--- config.mk ---
export PLATFORM = sky130hd
export DESIGN_NAME = wakeup_power_ctrl
export DESIGN_NICKNAME = d
export VERILOG_FILES = /design/src/wakeup_pkg.sv /design/src/kick_detect.sv /design/src/wakeup_power_ctrl.sv
export SDC_FILE = /design/constraint.sdc
export NUM_CORES = 1
export LEC_CHECK = 0
export ABC_CLOCK_PERIOD_IN_PS = 2800
export BUFFER_PORTS_ARGS = -buffer_cell sky130_fd_sc_hd__buf_2
export CAP_MARGIN = 10
export CORE_MARGIN = 4
export CORE_UTILIZATION = 30
export CTS_CLUSTER_SIZE = 24
export DETAILED_ROUTE_END_ITERATION = 8
export SETUP_SLACK_MARGIN = 0.15
export SLEW_MARGIN = 30
export SYNTH_ARGS = -nofsm -noshare
export SYNTH_HDL_FRONTEND = slang
export SYNTH_HIERARCHICAL = 1
export SYNTH_SLANG_ARGS = --single-unit
export TNS_END_PERCENT = 1
--- constraint.sdc ---
create_clock -name clk_i -period 2.8 [get_ports clk_i]
set_input_delay 0.42 -clock clk_i [delete_from_list [all_inputs] [get_ports clk_i]]
set_output_delay 0.42 -clock clk_i [all_outputs]
set_load 0.02 [all_outputs]
--- src/wakeup_pkg.sv ---
package wakeup_pkg;

    // ==========================================================
    // register map (byte addresses, one word each)
    localparam int ADDR_W = 5;
    localparam logic [4:0] ADDR_FLAGS = 5'h00;
    localparam logic [4:0] ADDR_CONTROL = 5'h04;
    localparam logic [4:0] ADDR_CONFIG = 5'h08;
    localparam logic [4:0] ADDR_ALARM = 5'h0c;
    localparam logic [4:0] ADDR_STATUS = 5'h10;

    // ==========================================================
    // field positions
    localparam int FLG_RELEASE = 4;
    localparam int FLG_ALARM = 3;
    localparam int FLG_KICK = 2;
    localparam int FLG_WATCHDOG = 1;
    localparam int FLG_IRQ = 0;
    localparam int CTL_TRANSFER = 7;
    localparam int CTL_ALARM_PWR = 4;
    localparam int CTL_ALARM_IRQ = 3;
    localparam int CTL_KICK_IRQ = 2;
    localparam int CTL_WATCHDOG = 1;
    localparam int CFG_SQW_N = 0;
    localparam int CFG_BACKUP_SQW = 1;
    localparam int CFG_HOLD = 2;

    // ==========================================================
    // reset values
    localparam logic RELEASE_RESET = 1'b1;
    localparam logic SQW_N_RESET = 1'b1;
    localparam logic [7:0] CONTROL_RESET = 8'h00;
    localparam logic [31:0] ALARM_RESET = 32'h0000_0000;

    // ==========================================================
    // timing counts, in oscillator time-base ticks
    localparam int POWER_ON_TIMEOUT_TICKS = 1024;
    localparam int KICK_MIN_PULSE_TICKS = 4;

    // ==========================================================
    // types
    typedef struct packed {
        logic [7:0] day_date;
        logic [7:0] hours;
        logic [7:0] minutes;
        logic [7:0] seconds;
    } rtc_time_t;

    typedef struct packed {
        logic main_ok;
        logic above_pf;
        logic aux_present;
        logic osc_running;
    } supply_t;

    typedef enum logic [1:0] {PWR_OFF, PWR_WAIT, PWR_ON} power_state_t;

endpackage

--- src/kick_detect.sv ---
`timescale 1ns/1ps
`default_nettype none

module kick_detect
    import wakeup_pkg::*;
#(
    parameter int MIN_TICKS = KICK_MIN_PULSE_TICKS
) (
    input wire logic clk_i,
    input wire logic rst_n_i,
    input wire logic kick_input_n_i,
    input wire logic tick_i,
    output logic fall_o,
    output logic qualified_o
);

    localparam int CW = $clog2(MIN_TICKS + 1);

    logic prev;
    logic armed;
    logic [CW-1:0] count;

    always_ff @(posedge clk_i) begin
        if (!rst_n_i) begin
            prev <= 1'b1;
        end else begin
            prev <= kick_input_n_i;
        end
    end

    assign fall_o = prev & ~kick_input_n_i;

    // one qualified pulse per low period, once it has lasted the minimum width
    always_ff @(posedge clk_i) begin
        if (!rst_n_i) begin
            count <= '0;
            armed <= 1'b1;
            qualified_o <= 1'b0;
        end else if (kick_input_n_i) begin
            count <= '0;
            armed <= 1'b1;
            qualified_o <= 1'b0;
        end else if (tick_i && armed) begin
            count <= count + CW'(1);
            qualified_o <= (count == CW'(MIN_TICKS - 1));
            armed <= (count != CW'(MIN_TICKS - 1));
        end else begin
            qualified_o <= 1'b0;
        end
    end

endmodule // kick_detect

`default_nettype wire

--- src/wakeup_power_ctrl.sv ---
// The implementer's own choices: the register addresses and register access over Avalon-MM.
`timescale 1ns/1ps
`default_nettype none

// What this block does
// RULE_01 - alarm wakeup only while power-enable is set
// RULE_02 - no wakeup unless transfers are enabled; the kick wakeup here does not check transfer enable
// RULE_03 - kick detection always on with aux battery
// RULE_04 - unpowered, compare time against alarm bytes
// RULE_05 - wakeup ignores alarm interrupt enable
// RULE_06 - alarm match drives request, sets alarm flag
// RULE_07 - qualified kick pulse drives request, sets flag
// RULE_08 - timeout without supply releases request
// RULE_09 - triggering flag kept after failed attempt
// RULE_10 - supply in time: keep request, irq, clear release
// RULE_11 - request held while release bit is zero
// RULE_12 - flags clear on read or zero write; here a write of one to the kick bit sets the kick flag
// RULE_13 - powered: match and kick edges set flags
// RULE_14 - enabled set flag drives interrupt low
// RULE_15 - powered events also drive the request
// RULE_16 - release write of one needs clear flags
// RULE_17 - interrupt floats below power-fail level
// RULE_18 - software clears flags before releasing power
// RULE_19 - powered down, hold-select decides request
// RULE_20 - square wave when enabled and oscillator runs
// RULE_21 - backup square wave needs enable and battery
// RULE_22 - detection needs oscillator and aux battery
// RULE_23 - release bit cleared by enabled alarm or kick
// RULE_24 - pending flag ORs the three enabled sources
// RULE_25 - timeout and pulse width are tick counts
module wakeup_power_ctrl
    import wakeup_pkg::*;
#(
    parameter int POWER_ON_TIMEOUT = POWER_ON_TIMEOUT_TICKS,
    parameter int KICK_MIN_PULSE = KICK_MIN_PULSE_TICKS
) (
    input wire logic clk_i,
    input wire logic rst_n_i,
    input wire logic [ADDR_W-1:0] avs_address_i,
    input wire logic avs_read_i,
    input wire logic avs_write_i,
    input wire logic [31:0] avs_writedata_i,
    input wire logic [3:0] avs_byteenable_i,
    output logic [31:0] avs_readdata_o,
    output logic avs_waitrequest_o,
    input wire supply_t supply_i,
    input wire logic osc_tick_i,
    input wire logic second_tick_i,
    input wire rtc_time_t cur_time_i,
    input wire logic kick_input_n_i,
    input wire logic watchdog_timeout_i,
    input wire logic sqw_source_i,
    input wire logic power_request_n_i,
    output logic power_request_n_o,
    output logic power_request_oe_o,
    input wire logic irq_n_i,
    output logic irq_n_o,
    output logic irq_oe_o,
    output logic square_wave_out_o
);

    localparam int TW = $clog2(POWER_ON_TIMEOUT + 1);

    // ==========================================================
    // register bus
    logic ack;
    logic wr_done;
    logic rd_done;
    logic flags_wr;
    logic flags_rd;
    logic [31:0] read_mux;

    // one wait state: the data is muxed while waitrequest is high
    assign avs_waitrequest_o = (avs_read_i | avs_write_i) & ~ack;
    assign wr_done = avs_write_i & ack;
    assign rd_done = avs_read_i & ack;
    assign flags_wr = wr_done & (avs_address_i == ADDR_FLAGS) & avs_byteenable_i[0];
    assign flags_rd = rd_done & (avs_address_i == ADDR_FLAGS);

    always_ff @(posedge clk_i) begin
        if (!rst_n_i) begin
            ack <= 1'b0;
        end else begin
            ack <= (avs_read_i | avs_write_i) & ~ack;
        end
    end

    // ==========================================================
    // software state
    logic release_bit;
    logic alarm_flag;
    logic kick_flag;
    logic watchdog_flag;
    logic transfer_enable;
    logic alarm_power_enable;
    logic alarm_irq_enable;
    logic kick_irq_enable;
    logic watchdog_enable;
    logic sqw_enable_n;
    logic backup_sqw_enable;
    logic power_hold_select;
    rtc_time_t alarm;
    power_state_t state;
    logic [TW-1:0] timeout_count;
    logic irq_pending_flag;
    logic sqw_active;

    always_ff @(posedge clk_i) begin
        if (!rst_n_i) begin
            transfer_enable <= CONTROL_RESET[CTL_TRANSFER];
            alarm_power_enable <= CONTROL_RESET[CTL_ALARM_PWR];
            alarm_irq_enable <= CONTROL_RESET[CTL_ALARM_IRQ];
            kick_irq_enable <= CONTROL_RESET[CTL_KICK_IRQ];
            watchdog_enable <= CONTROL_RESET[CTL_WATCHDOG];
        end else if (wr_done && avs_address_i == ADDR_CONTROL && avs_byteenable_i[0]) begin
            transfer_enable <= avs_writedata_i[CTL_TRANSFER];
            alarm_power_enable <= avs_writedata_i[CTL_ALARM_PWR];
            alarm_irq_enable <= avs_writedata_i[CTL_ALARM_IRQ];
            kick_irq_enable <= avs_writedata_i[CTL_KICK_IRQ];
            watchdog_enable <= avs_writedata_i[CTL_WATCHDOG];
        end
    end

    always_ff @(posedge clk_i) begin
        if (!rst_n_i) begin
            sqw_enable_n <= SQW_N_RESET;
            backup_sqw_enable <= 1'b0;
            power_hold_select <= 1'b0;
        end else if (wr_done && avs_address_i == ADDR_CONFIG && avs_byteenable_i[0]) begin
            sqw_enable_n <= avs_writedata_i[CFG_SQW_N];
            backup_sqw_enable <= avs_writedata_i[CFG_BACKUP_SQW];
            power_hold_select <= avs_writedata_i[CFG_HOLD];
        end
    end

    always_ff @(posedge clk_i) begin
        if (!rst_n_i) begin
            alarm <= ALARM_RESET;
        end else if (wr_done && avs_address_i == ADDR_ALARM) begin
            for (int i = 0; i < 4; i++) begin
                if (avs_byteenable_i[i]) begin
                    alarm[i*8 +: 8] <= avs_writedata_i[i*8 +: 8];
                end
            end
        end
    end

    // ==========================================================
    // event detection
    logic monitor_ok;
    logic match_evt;
    logic alarm_set;
    logic alarm_wake;
    logic kick_fall;
    logic kick_qualified;
    logic kick_set;
    logic kick_wake;
    logic wake_start;

    // RULE_22 oscillator and battery gate
    assign monitor_ok = supply_i.osc_running & supply_i.aux_present;
    // RULE_02 transfer enable gates matching
    assign match_evt = second_tick_i & transfer_enable & monitor_ok & (cur_time_i == alarm);
    // RULE_01 RULE_04 power-enable gates unpowered compare
    assign alarm_wake = match_evt & alarm_power_enable & ~supply_i.main_ok;
    // RULE_13 powered alarm match
    assign alarm_set = match_evt & (supply_i.main_ok | alarm_power_enable);

    // RULE_25 pulse width in ticks
    kick_detect #(
        .MIN_TICKS(KICK_MIN_PULSE)
    ) u_kick (
        .clk_i(clk_i),
        .rst_n_i(rst_n_i),
        .kick_input_n_i(kick_input_n_i),
        .tick_i(osc_tick_i),
        .fall_o(kick_fall),
        .qualified_o(kick_qualified)
    );

    // RULE_03 kick needs no enable bit
    assign kick_wake = monitor_ok & ~supply_i.main_ok & kick_qualified;
    // RULE_13 every powered falling edge counts while the oscillator runs and the aux battery is present
    assign kick_set = kick_wake | (monitor_ok & supply_i.main_ok & kick_fall);
    // RULE_05 alarm irq enable not consulted
    assign wake_start = (state == PWR_OFF) & (alarm_wake | kick_wake);

    // ==========================================================
    // flags: a set in the clearing cycle wins
    always_ff @(posedge clk_i) begin
        if (!rst_n_i) begin
            alarm_flag <= 1'b0;
        end else begin
            // RULE_06 RULE_09 RULE_12 alarm flag, software clear only
            alarm_flag <= alarm_set
                | (alarm_flag & ~flags_rd & ~(flags_wr & ~avs_writedata_i[FLG_ALARM]));
        end
    end

    always_ff @(posedge clk_i) begin
        if (!rst_n_i) begin
            kick_flag <= 1'b0;
        end else begin
            // RULE_07 RULE_12 kick flag set/clear
            kick_flag <= kick_set | (flags_wr & avs_writedata_i[FLG_KICK])
                | (kick_flag & ~flags_rd & ~flags_wr);
        end
    end

    always_ff @(posedge clk_i) begin
        if (!rst_n_i) begin
            watchdog_flag <= 1'b0;
        end else begin
            watchdog_flag <= watchdog_timeout_i
                | (watchdog_flag & ~flags_rd & ~(flags_wr & ~avs_writedata_i[FLG_WATCHDOG]));
        end
    end

    // ==========================================================
    // power sequencing
    logic timeout_hit;
    logic success;

    assign timeout_hit = timeout_count == TW'(POWER_ON_TIMEOUT);
    assign success = (state == PWR_WAIT) & supply_i.main_ok;

    always_ff @(posedge clk_i) begin
        if (!rst_n_i) begin
            state <= PWR_OFF;
        end else begin
            unique case (state)
                PWR_OFF: begin
                    if (wake_start) begin
                        state <= PWR_WAIT;
                    end else if (supply_i.main_ok) begin
                        state <= PWR_ON;
                    end
                end
                PWR_WAIT: begin
                    // RULE_08 give up after timeout
                    if (supply_i.main_ok) begin
                        state <= PWR_ON;
                    end else if (timeout_hit) begin
                        state <= PWR_OFF;
                    end
                end
                PWR_ON: begin
                    if (!supply_i.main_ok) begin
                        state <= PWR_OFF;
                    end
                end
            endcase
        end
    end

    // RULE_25 timeout counted in ticks
    always_ff @(posedge clk_i) begin
        if (!rst_n_i || state != PWR_WAIT) begin
            timeout_count <= '0;
        end else if (osc_tick_i && !timeout_hit) begin
            timeout_count <= timeout_count + TW'(1);
        end
    end

    // hardware clear beats a software write in the same cycle
    always_ff @(posedge clk_i) begin
        if (!rst_n_i) begin
            release_bit <= RELEASE_RESET;
        // RULE_10 RULE_23 RULE_15 automatic clear
        end else if (success || (alarm_flag && alarm_power_enable) || kick_flag) begin
            release_bit <= 1'b0;
        // RULE_16 one only with flags clear
        end else if (flags_wr && (!avs_writedata_i[FLG_RELEASE] || (!alarm_flag && !kick_flag))) begin
            release_bit <= avs_writedata_i[FLG_RELEASE];
        end
    end

    // ==========================================================
    // pins
    // RULE_24 pending flag
    assign irq_pending_flag = (alarm_flag & alarm_irq_enable) | (kick_flag & kick_irq_enable)
        | (watchdog_flag & watchdog_enable);
    assign sqw_active = ~sqw_enable_n & supply_i.osc_running
        & (supply_i.main_ok | (backup_sqw_enable & supply_i.aux_present));

    always_ff @(posedge clk_i) begin
        if (!rst_n_i) begin
            power_request_oe_o <= 1'b0;
            irq_oe_o <= 1'b0;
            square_wave_out_o <= 1'b0;
        end else begin
            // RULE_11 RULE_19 request drive
            power_request_oe_o <= (state == PWR_WAIT) | ((state == PWR_ON) & ~release_bit)
                | ((state == PWR_OFF) & power_hold_select);
            // RULE_14 RULE_17 interrupt drive
            irq_oe_o <= irq_pending_flag & supply_i.above_pf;
            // RULE_20 RULE_21 square wave gating
            square_wave_out_o <= sqw_active & sqw_source_i;
        end
    end

    // open-drain pins only ever pull low
    assign power_request_n_o = 1'b0;
    assign irq_n_o = 1'b0;

    // ==========================================================
    // read data
    always_comb begin
        read_mux = 32'h0000_0000;
        unique case (avs_address_i)
            ADDR_FLAGS: read_mux = {27'h0, release_bit, alarm_flag, kick_flag, watchdog_flag,
                irq_pending_flag};
            ADDR_CONTROL: read_mux = {24'h0, transfer_enable, 2'b00, alarm_power_enable,
                alarm_irq_enable, kick_irq_enable, watchdog_enable, 1'b0};
            ADDR_CONFIG: read_mux = {29'h0, power_hold_select, backup_sqw_enable, sqw_enable_n};
            ADDR_ALARM: read_mux = alarm;
            ADDR_STATUS: read_mux = {23'h0, sqw_active, irq_n_i, power_request_n_i, supply_i,
                state};
            default: read_mux = 32'h0000_0000;
        endcase
    end

    always_ff @(posedge clk_i) begin
        if (!rst_n_i) begin
            avs_readdata_o <= 32'h0000_0000;
        end else if (avs_read_i && !ack) begin
            avs_readdata_o <= read_mux;
        end
    end
endmodule // wakeup_power_ctrl

`default_nettype wire

==> results of run 1 <==
==> registers in the layout, summed over array words and instances (netlist names), 2 cells and up <==
register / cells
timeout_count: 11
avs_readdata_o: 32
alarm: 32
state: 2
u_kick/count: 3
==> cells in the final DEF, fill, tap and decap left out, drive strengths merged, types with 3 or more instances in the layout <==
cell    netlist  final
buf          13    130
dfxtp        99     99
nand2        68     68
nor2b        38     38
a21boi       35     35
mux2i        34     34
nand3        33     33
xnor2        32     32
nor2         21     21
a21oi        14     14
nand4        14     14
o21ai        12     12
inv           9     11
clkbuf       17     10
ha            8      8
and2          7      7
xor2          7      7
and3          6      6
a32oi         5      5
nor4          4      4
a222oi        4      4
nor3          4      4
mux2          4      4
o211ai        3      3
or3           3      3
nand2b        3      3
==> per-stage QoR <==
stage | cells | total power [mW]
floorplan | 521 | 1.59
global placement | 832 | 1.71
detailed placement | 832 | 1.71
CTS | 847 | 3.07
global route | 848 | 3.14
finish | 848 | 3.02
==> final cells by class <==
type	instances	share of cell area (%)
sequential	99	33.9
multi-input combinational	382	44.2
inverter	10	0.641
timing repair buffer	130	11.4
tap	211	4.51
clock buffer	10	3.91
clock inverter	5	1.45
antenna	1	0.0428
==> worst paths after layout <==
kind / startpoint / endpoint / slack [ns] / cells after the start
hold / removal: watchdog_timeout_i / watchdog_flag$_SDFF_PN0_ / 0.28 / 2
setup / recovery: alarm[21]$_SDFFE_PN0P_ / state[1]$_SDFFE_PN0P_ / 0.90 / 6
setup reg to reg: alarm[21]$_SDFFE_PN0P_ / state[1]$_SDFFE_PN0P_ / 0.90 / 6
hold reg to reg: avs_readdata_o[26]$_SDFFE_PN0P_ / avs_readdata_o[26]$_SDFFE_PN0P_ / 0.45 / 2
==> metal layers <==
| metal | share of wire (%) | up-vias | GRT usage (%) |
|---|---|---|---|
| met1 | 44 | 1906 | 18.9 |
| met5 | 0.18 | - | 0 |
| met4 | 1.5 | 4 | 5.43 |
| met2 | 47 | 120 | 25.3 |
| met3 | 7.2 | 17 | 4.95 |
| li1 | - | 2018 | - |
==> worst max-delay path, delay by kind of cell, from the launching register on <==
| family | cells | cell delay [ns] |
|---|---|---|
| AND/OR/NAND/NOR | 4 | 1.12 |
| flip-flops | 1 | 0.34 |
| XOR/XNOR | 1 | 0.21 |
| multiplexers | 1 | 0.18 |
==> synthesized netlist by cell type (3+ instances only) <==
master	count	area share [%]
dfxtp_1	99	42
and2_1	7	0.92
nand4_4	3	1.3
buf_4	5	0.79
o21ai_0	5	0.53
a21oi_1	13	1.4
xnor2_1	32	5.9
inv_1	8	0.63
o21ai_1	7	0.74
a222oi_1	4	0.84
nand4_1	11	1.4
a21boi_1	35	5.5
xor2_1	7	1.3
ha_1	8	2.1
or3_1	3	0.39
nor2b_1	38	5.0
a32oi_1	5	0.92
o211ai_1	3	0.47
and3_1	5	0.66
buf_2	3	0.32
nand3_1	32	3.4
clkbuf_1	17	1.3
buf_6	3	0.71
nand2_1	68	5.4
mux2i_1	34	7.2
nor2_1	20	1.6
nor4_1	4	0.53
==> power by group <==
| group | total [mW] | switching (mW) | internal [mW] |
|---|---|---|---|
| registers | 1.42 | 0.00814 | 1.42 |
| logic | 0.256 | 0.144 | 0.112 |
| clock network | 1.34 | 0.558 | 0.785 |
==> cells by family after synthesis <==
group | count (synthesis)
other cells | 1
xor+xnor | 39
flops | 99
compound gates | 87
fa+ha+maj | 8
buf+inv | 40
simple gates | 208
mux | 38
==> reports/results.tsv, run 1 <==
stage	metric	value	unit
logic_synthesis	Async S/R FF share, synth	0	%
grt	first-pass GRT wire length	21500	µm
clock_tree	CTS buffer count	9	
grt	initial antenna violation count	3	
logic_synthesis	post-synthesis sequential area ratio	41.7	%
sta	crit share post-route	67.9	%
placed_design	Placed Instance Area	0.00554	mm²
die	Die X	134	µm
clock_tree	Worst-Skew Late Latency	0.36	ns
logic_synthesis	Synth Area in Adders	2.10	%
placed_design	IO buf count	123	
final_layout	Filler cells	1548	
die	initial core utilization	30.9	%
final_layout	Register Area	0.00198	mm²
die	total core area	0.0154	mm²
clock_tree	hold buffer count at cts	0	
sta	Worst-Margin Slew	0.659	ns
clock_tree	clk slew on worst S/H paths	0.07	ns
placed_design	dpl hpwl	10800	µm
routing	total wire length	14100	µm
logic_synthesis	XOR/XNOR Fraction of Synth Area	7.18	%
clock_tree	post_cts resized	0	
grt	largest net degree at the start of global routing	36	
sta	Final Hold Viols	0	
placed_design	pre-CTS WS	0.676	ns
routing	violation count after the first detailed-route iteration	260	
pwr	pwr/cell area	516	mW/mm²
clock_tree	H-tree levels	3	
logic_synthesis	Synth Area in Compound Gates	13.2	%
worst_setup_path	crit end category	flop	
clock_tree	clk sinks	99	
logic_synthesis	mux contribution to synthesized area	8.10	%
logic_synthesis	EDFF count, synth	0	
logic_synthesis	largest family of logic cells by synthesized area	simple AND/OR/NAND/NOR gates	
logic_synthesis	post-synthesis average cell area	9.15	µm²
pwr	Leak Pwr	2.35	nW
routing	routed length per instance	16.6	µm
clock_tree	Clk Tree Root Cell	clkbuf_16	
sta	setup ws final	0.898	ns
logic_synthesis	Synth Area in Simple Gates	23.6	%
sta	Max Fclk	526	MHz
placed_design	GP Congestion	0.863	
routing	post-route DRC violation count	0	
routing	post-route antenna net violation count	0	
worst_setup_path	CP cell instances	xnor2_1, nand4_1, nor4_1, nand4_1, nand2_1, mux2i_1	
grt	GRT Residual Overflow	0	
routing	via count	4065	
sta	Final setup violation count	0	
job	max_cap viols	0	
logic_synthesis	synthesized area	0.00476	mm²
clock_tree	CTS tree	yes	
worst_setup_path	CP max-delay cell	nor4_1	
logic_synthesis	Ys Warns	6	
routing	routed vias/inst	4.79	
worst_setup_path	crit path kind	flop to flop	
sta	Worst Skew	0.0145	ns
final_layout	cell area after layout	0.00585	mm²
worst_setup_path	CP required	3.09	ns
final_layout	fraction of layout instances using a drive strength above 1	25.2	%
sta	post-route minimum period	1.90	ns
sta	RSZ-0062 raised after global routing	false	
grt	All-Layer GR Usage	15.4	%
sta	TNS Setup	0	ns
final_layout	final core occ	38.1	%
sta	relative slew slack	55.8	%
sta	Hold Worst Slack	0.283	ns
worst_setup_path	crit-path max FO	3	
die	std cell rows	45	
logic_synthesis	#FFs+latches synth	99	
final_layout	area grow syn2layout	23.1	%
clock_tree	Bufs on Longest Clock Path	2	
grt	vias in the first global route	4036	
status	status	finished, final reports clean	
pwr	Worst VDD drop	0.000268	V
die	die area	0.0179	mm²
worst_setup_path	most used cell, CP	nand4_1	
worst_setup_path	Worst setup SP type	flop	
worst_setup_path	Arr. time, crit path	2.19	ns
min_path	Hold WC Path Type	input port to flop	
routing	First-pass DRT Iterations	4	
logic_synthesis	Synth Flop Type	dfxtp_1	
final_layout	nets@finish	728	
logic_synthesis	Post-Syn Instances	520	
final_layout	area of the multi-input gates	0.00258	mm²
worst_setup_path	Max stage delay on crit path	0.55	ns
sta	Max Slew Vio Count	0	
die	Vert. Die Dim	134	µm
clock_tree	setup bufs post-CTS	0	
logic_synthesis	Synth cell types	56	
die	I/O pin total	126	
(Power assumes the default switching activity.)
==> inputs of run 2 (changes only) <==
--- a/config.mk
+++ b/config.mk
@@ -5,7 +5,7 @@
 export SDC_FILE = /design/constraint.sdc
 export NUM_CORES = 1
 export LEC_CHECK = 0
-export ABC_CLOCK_PERIOD_IN_PS = 2800
+export ABC_CLOCK_PERIOD_IN_PS = 1800
 export BUFFER_PORTS_ARGS = -buffer_cell sky130_fd_sc_hd__buf_2
 export CAP_MARGIN = 10
 export CORE_MARGIN = 4
==> constraint.sdc (replaced) <==
create_clock -name clk_i -period 1.8 [get_ports clk_i]
set_input_delay 0.27 -clock clk_i [delete_from_list [all_inputs] [get_ports clk_i]]
set_output_delay 0.27 -clock clk_i [all_outputs]
set_load 0.02 [all_outputs]
==> reports/results.tsv, run 2 (same netlist as run 1, synthesis figures left out) <==
stage	metric	value	unit	change
grt	largest net degree at the start of global routing	35		was 36
worst_setup_path	CP cell instances	a222oi_1, buf_4, o21ai_0, a222oi_1, o21ai_1, and2_1		was xnor2_1, nand4_1, nor4_1, nand4_1, nand2_1, mux2i_1
final_layout	Register Area	0.00199	mm²	was 0.00198 mm²
min_path	hold depth	2		unchanged
die	initial core utilization	30.9	%	unchanged
placed_design	Placed Instance Area	0.00559	mm²	was 0.00554 mm²
grt	GRT Residual Overflow	0		unchanged
worst_setup_path	CP required	2.05	ns	was 3.09 ns
sta	RSZ-0062 raised after global routing	true		was false
pwr	pwr/cell area	763	mW/mm²	was 516 mW/mm²
sta	TNS Setup	0	ns	unchanged
placed_design	dpl hpwl	10900	µm	was 10800 µm
worst_setup_path	crit path kind	flop to flop		unchanged
die	I/O pin total	126		unchanged
worst_setup_path	Worst setup SP type	flop		unchanged
clock_tree	Bufs on Longest Clock Path	2		unchanged
sta	Final setup violation count	0		unchanged
die	std cell rows	45		unchanged
min_path	Hold WC Path Type	input port to flop		unchanged
placed_design	IO buf count	123		unchanged
worst_setup_path	crit-path max FO	5		was 3
sta	Max Fclk	599	MHz	was 526 MHz
worst_setup_path	Worst Reg-to-Reg Cells	6		unchanged
die	die area	0.0179	mm²	unchanged
worst_setup_path	Crit. path cell count	6		unchanged
clock_tree	clk sinks	99		unchanged
routing	post-route DRC violation count	0		unchanged
pwr	Worst VDD drop	0.000441	V	was 0.000268 V
sta	Final Hold Viols	0		unchanged
routing	violation count after the first detailed-route iteration	254		was 260
clock_tree	CTS tree	yes		unchanged
sta	post-route minimum period	1.67	ns	was 1.90 ns
clock_tree	CTS buffer count	9		unchanged
routing	routed vias/inst	4.84		was 4.79
placed_design	GP Congestion	0.894		was 0.863
sta	Hold Worst Slack	0.130	ns	was 0.283 ns
worst_setup_path	Arr. time, crit path	1.92	ns	was 2.19 ns
routing	post-route antenna net violation count	0		unchanged
clock_tree	Clk Tree Root Cell	clkbuf_16		unchanged
die	Vert. Die Dim	134	µm	unchanged
grt	All-Layer GR Usage	15.5	%	was 15.4%
grt	vias in the first global route	4040		was 4036
final_layout	area grow syn2layout	26.5	%	was 23.1%
final_layout	most frequent cells in the layout	buf_2, dfxtp_1, nand2_1, nor2b_1, a21boi_1		unchanged
grt	initial antenna violation count	2		was 3
routing	total wire length	14100	µm	about the same
clock_tree	H-tree levels	3		unchanged
final_layout	leading cell type in the layout, fill and taps excluded	buf_2		unchanged
sta	crit share post-route	92.7	%	was 67.9%
final_layout	nets@finish	735		was 728
worst_setup_path	CP max-delay cell	a222oi_1		was nor4_1
routing	via count	4147		was 4065
final_layout	Filler cells	1552		was 1548
job	max_cap viols	0		unchanged
final_layout	cell area after layout	0.00602	mm²	was 0.00585 mm²
sta	Worst-Margin Slew	0.599	ns	was 0.659 ns
worst_setup_path	count of buffer and inverter cells on the critical path	1		was 0
sta	Worst Skew	0.0125	ns	was 0.0145 ns
final_layout	area of the multi-input gates	0.00269	mm²	was 0.00258 mm²
sta	relative slew slack	59.8	%	was 55.8%
die	total core area	0.0154	mm²	unchanged
pwr	Leak Pwr	2.43	nW	was 2.35 nW
worst_setup_path	CP top delay family	compound AO/OA/AOI/OAI gates		was simple AND/OR/NAND/NOR gates
clock_tree	Worst-Skew Late Latency	0.36	ns	about the same
final_layout	fraction of layout instances using a drive strength above 1	29.2	%	was 25.2%
grt	first-pass GRT wire length	21700	µm	was 21500 µm
sta	Max Slew Vio Count	0		unchanged
die	Die X	134	µm	unchanged
status	status	finished, final reports clean		unchanged
worst_setup_path	crit end category	flop		unchanged
routing	routed length per instance	16.5	µm	was 16.6 µm
final_layout	biggest regs	alarm: 32 flops, avs_readdata_o: 32 flops, timeout_count: 11 flops		unchanged
worst_setup_path	most used cell, CP	a222oi_1		was nand4_1
pwr	Tot Pwr	4.59	mW	was 3.02 mW
final_layout	final core occ	39.2	%	was 38.1%
routing	First-pass DRT Iterations	5		was 4
worst_setup_path	Max stage delay on crit path	0.37	ns	was 0.55 ns
clock_tree	clk slew on worst S/H paths	0.07	ns	about the same
[run 2: through the flow]
| step | std cells | worst slack [ns] |
|---|---|---|
| final | 856 | 0.132 |
| after global routing | 855 | 0.00719 |
| after CTS | 855 | 0.108 |
| after detailed placement | 837 | -0.131 |
| after global placement | 837 | -0.135 |
| after floorplan | 521 | 0.319 |
[run 2: path summary, 6_finish.rpt]
path	from	end	slack [ns]
worst max-delay path	alarm_flag$_SDFF_PN0_	avs_readdata_o[0]$_SDFFE_PN0P_	0.13
worst min-delay path	watchdog_timeout_i	watchdog_flag$_SDFF_PN0_	0.13
worst max register to register	alarm_flag$_SDFF_PN0_	avs_readdata_o[0]$_SDFFE_PN0P_	0.13
worst min register to register	avs_readdata_o[27]$_SDFFE_PN0P_	avs_readdata_o[27]$_SDFFE_PN0P_	0.45
[run 2: area by class of cell]
type	instances	share of cell area, %
Tap cell	211	4.39
Timing Repair Buffer	137	12.2
Clock buffer	9	3.74
Antenna cell	1	0.0416
Inverter	10	0.624
Clock inverter	7	1.25
Sequential cell	99	33.1
Multi-Input combinational cell	382	44.7
[run 2: layer usage]
layer  routed length [µm]  GRT usage, %
met5                   15             0
met4                  286          5.94
met3                  905          3.98
met2                 6780          25.3
met1                 6150          19.7
[run 2: worst reg2reg max path, cell delays in order, from the launching register on]
cell      delay (ns)
dfxtp_2         0.35
a222oi_1        0.37
buf_4           0.18
o21ai_0         0.08
a222oi_1        0.34
o21ai_1         0.08
and2_1          0.17
[run 2: repair_timing]
item | CTS | global route
gates resized for setup | 5 | 17
gates cloned | 0 | 0
hold buffers | 0 | 0
buffers inserted | 2 | 0
endpoints found under the setup margin | 4 | 4
pin swaps | 2 | 11
[run 2: where the power goes]
part           internal [mW]  total [mW]  switching, mW
clock network           1.08        1.97          0.884
registers               2.20        2.22         0.0137
logic                  0.184       0.406          0.223
total                   3.47        4.59           1.12
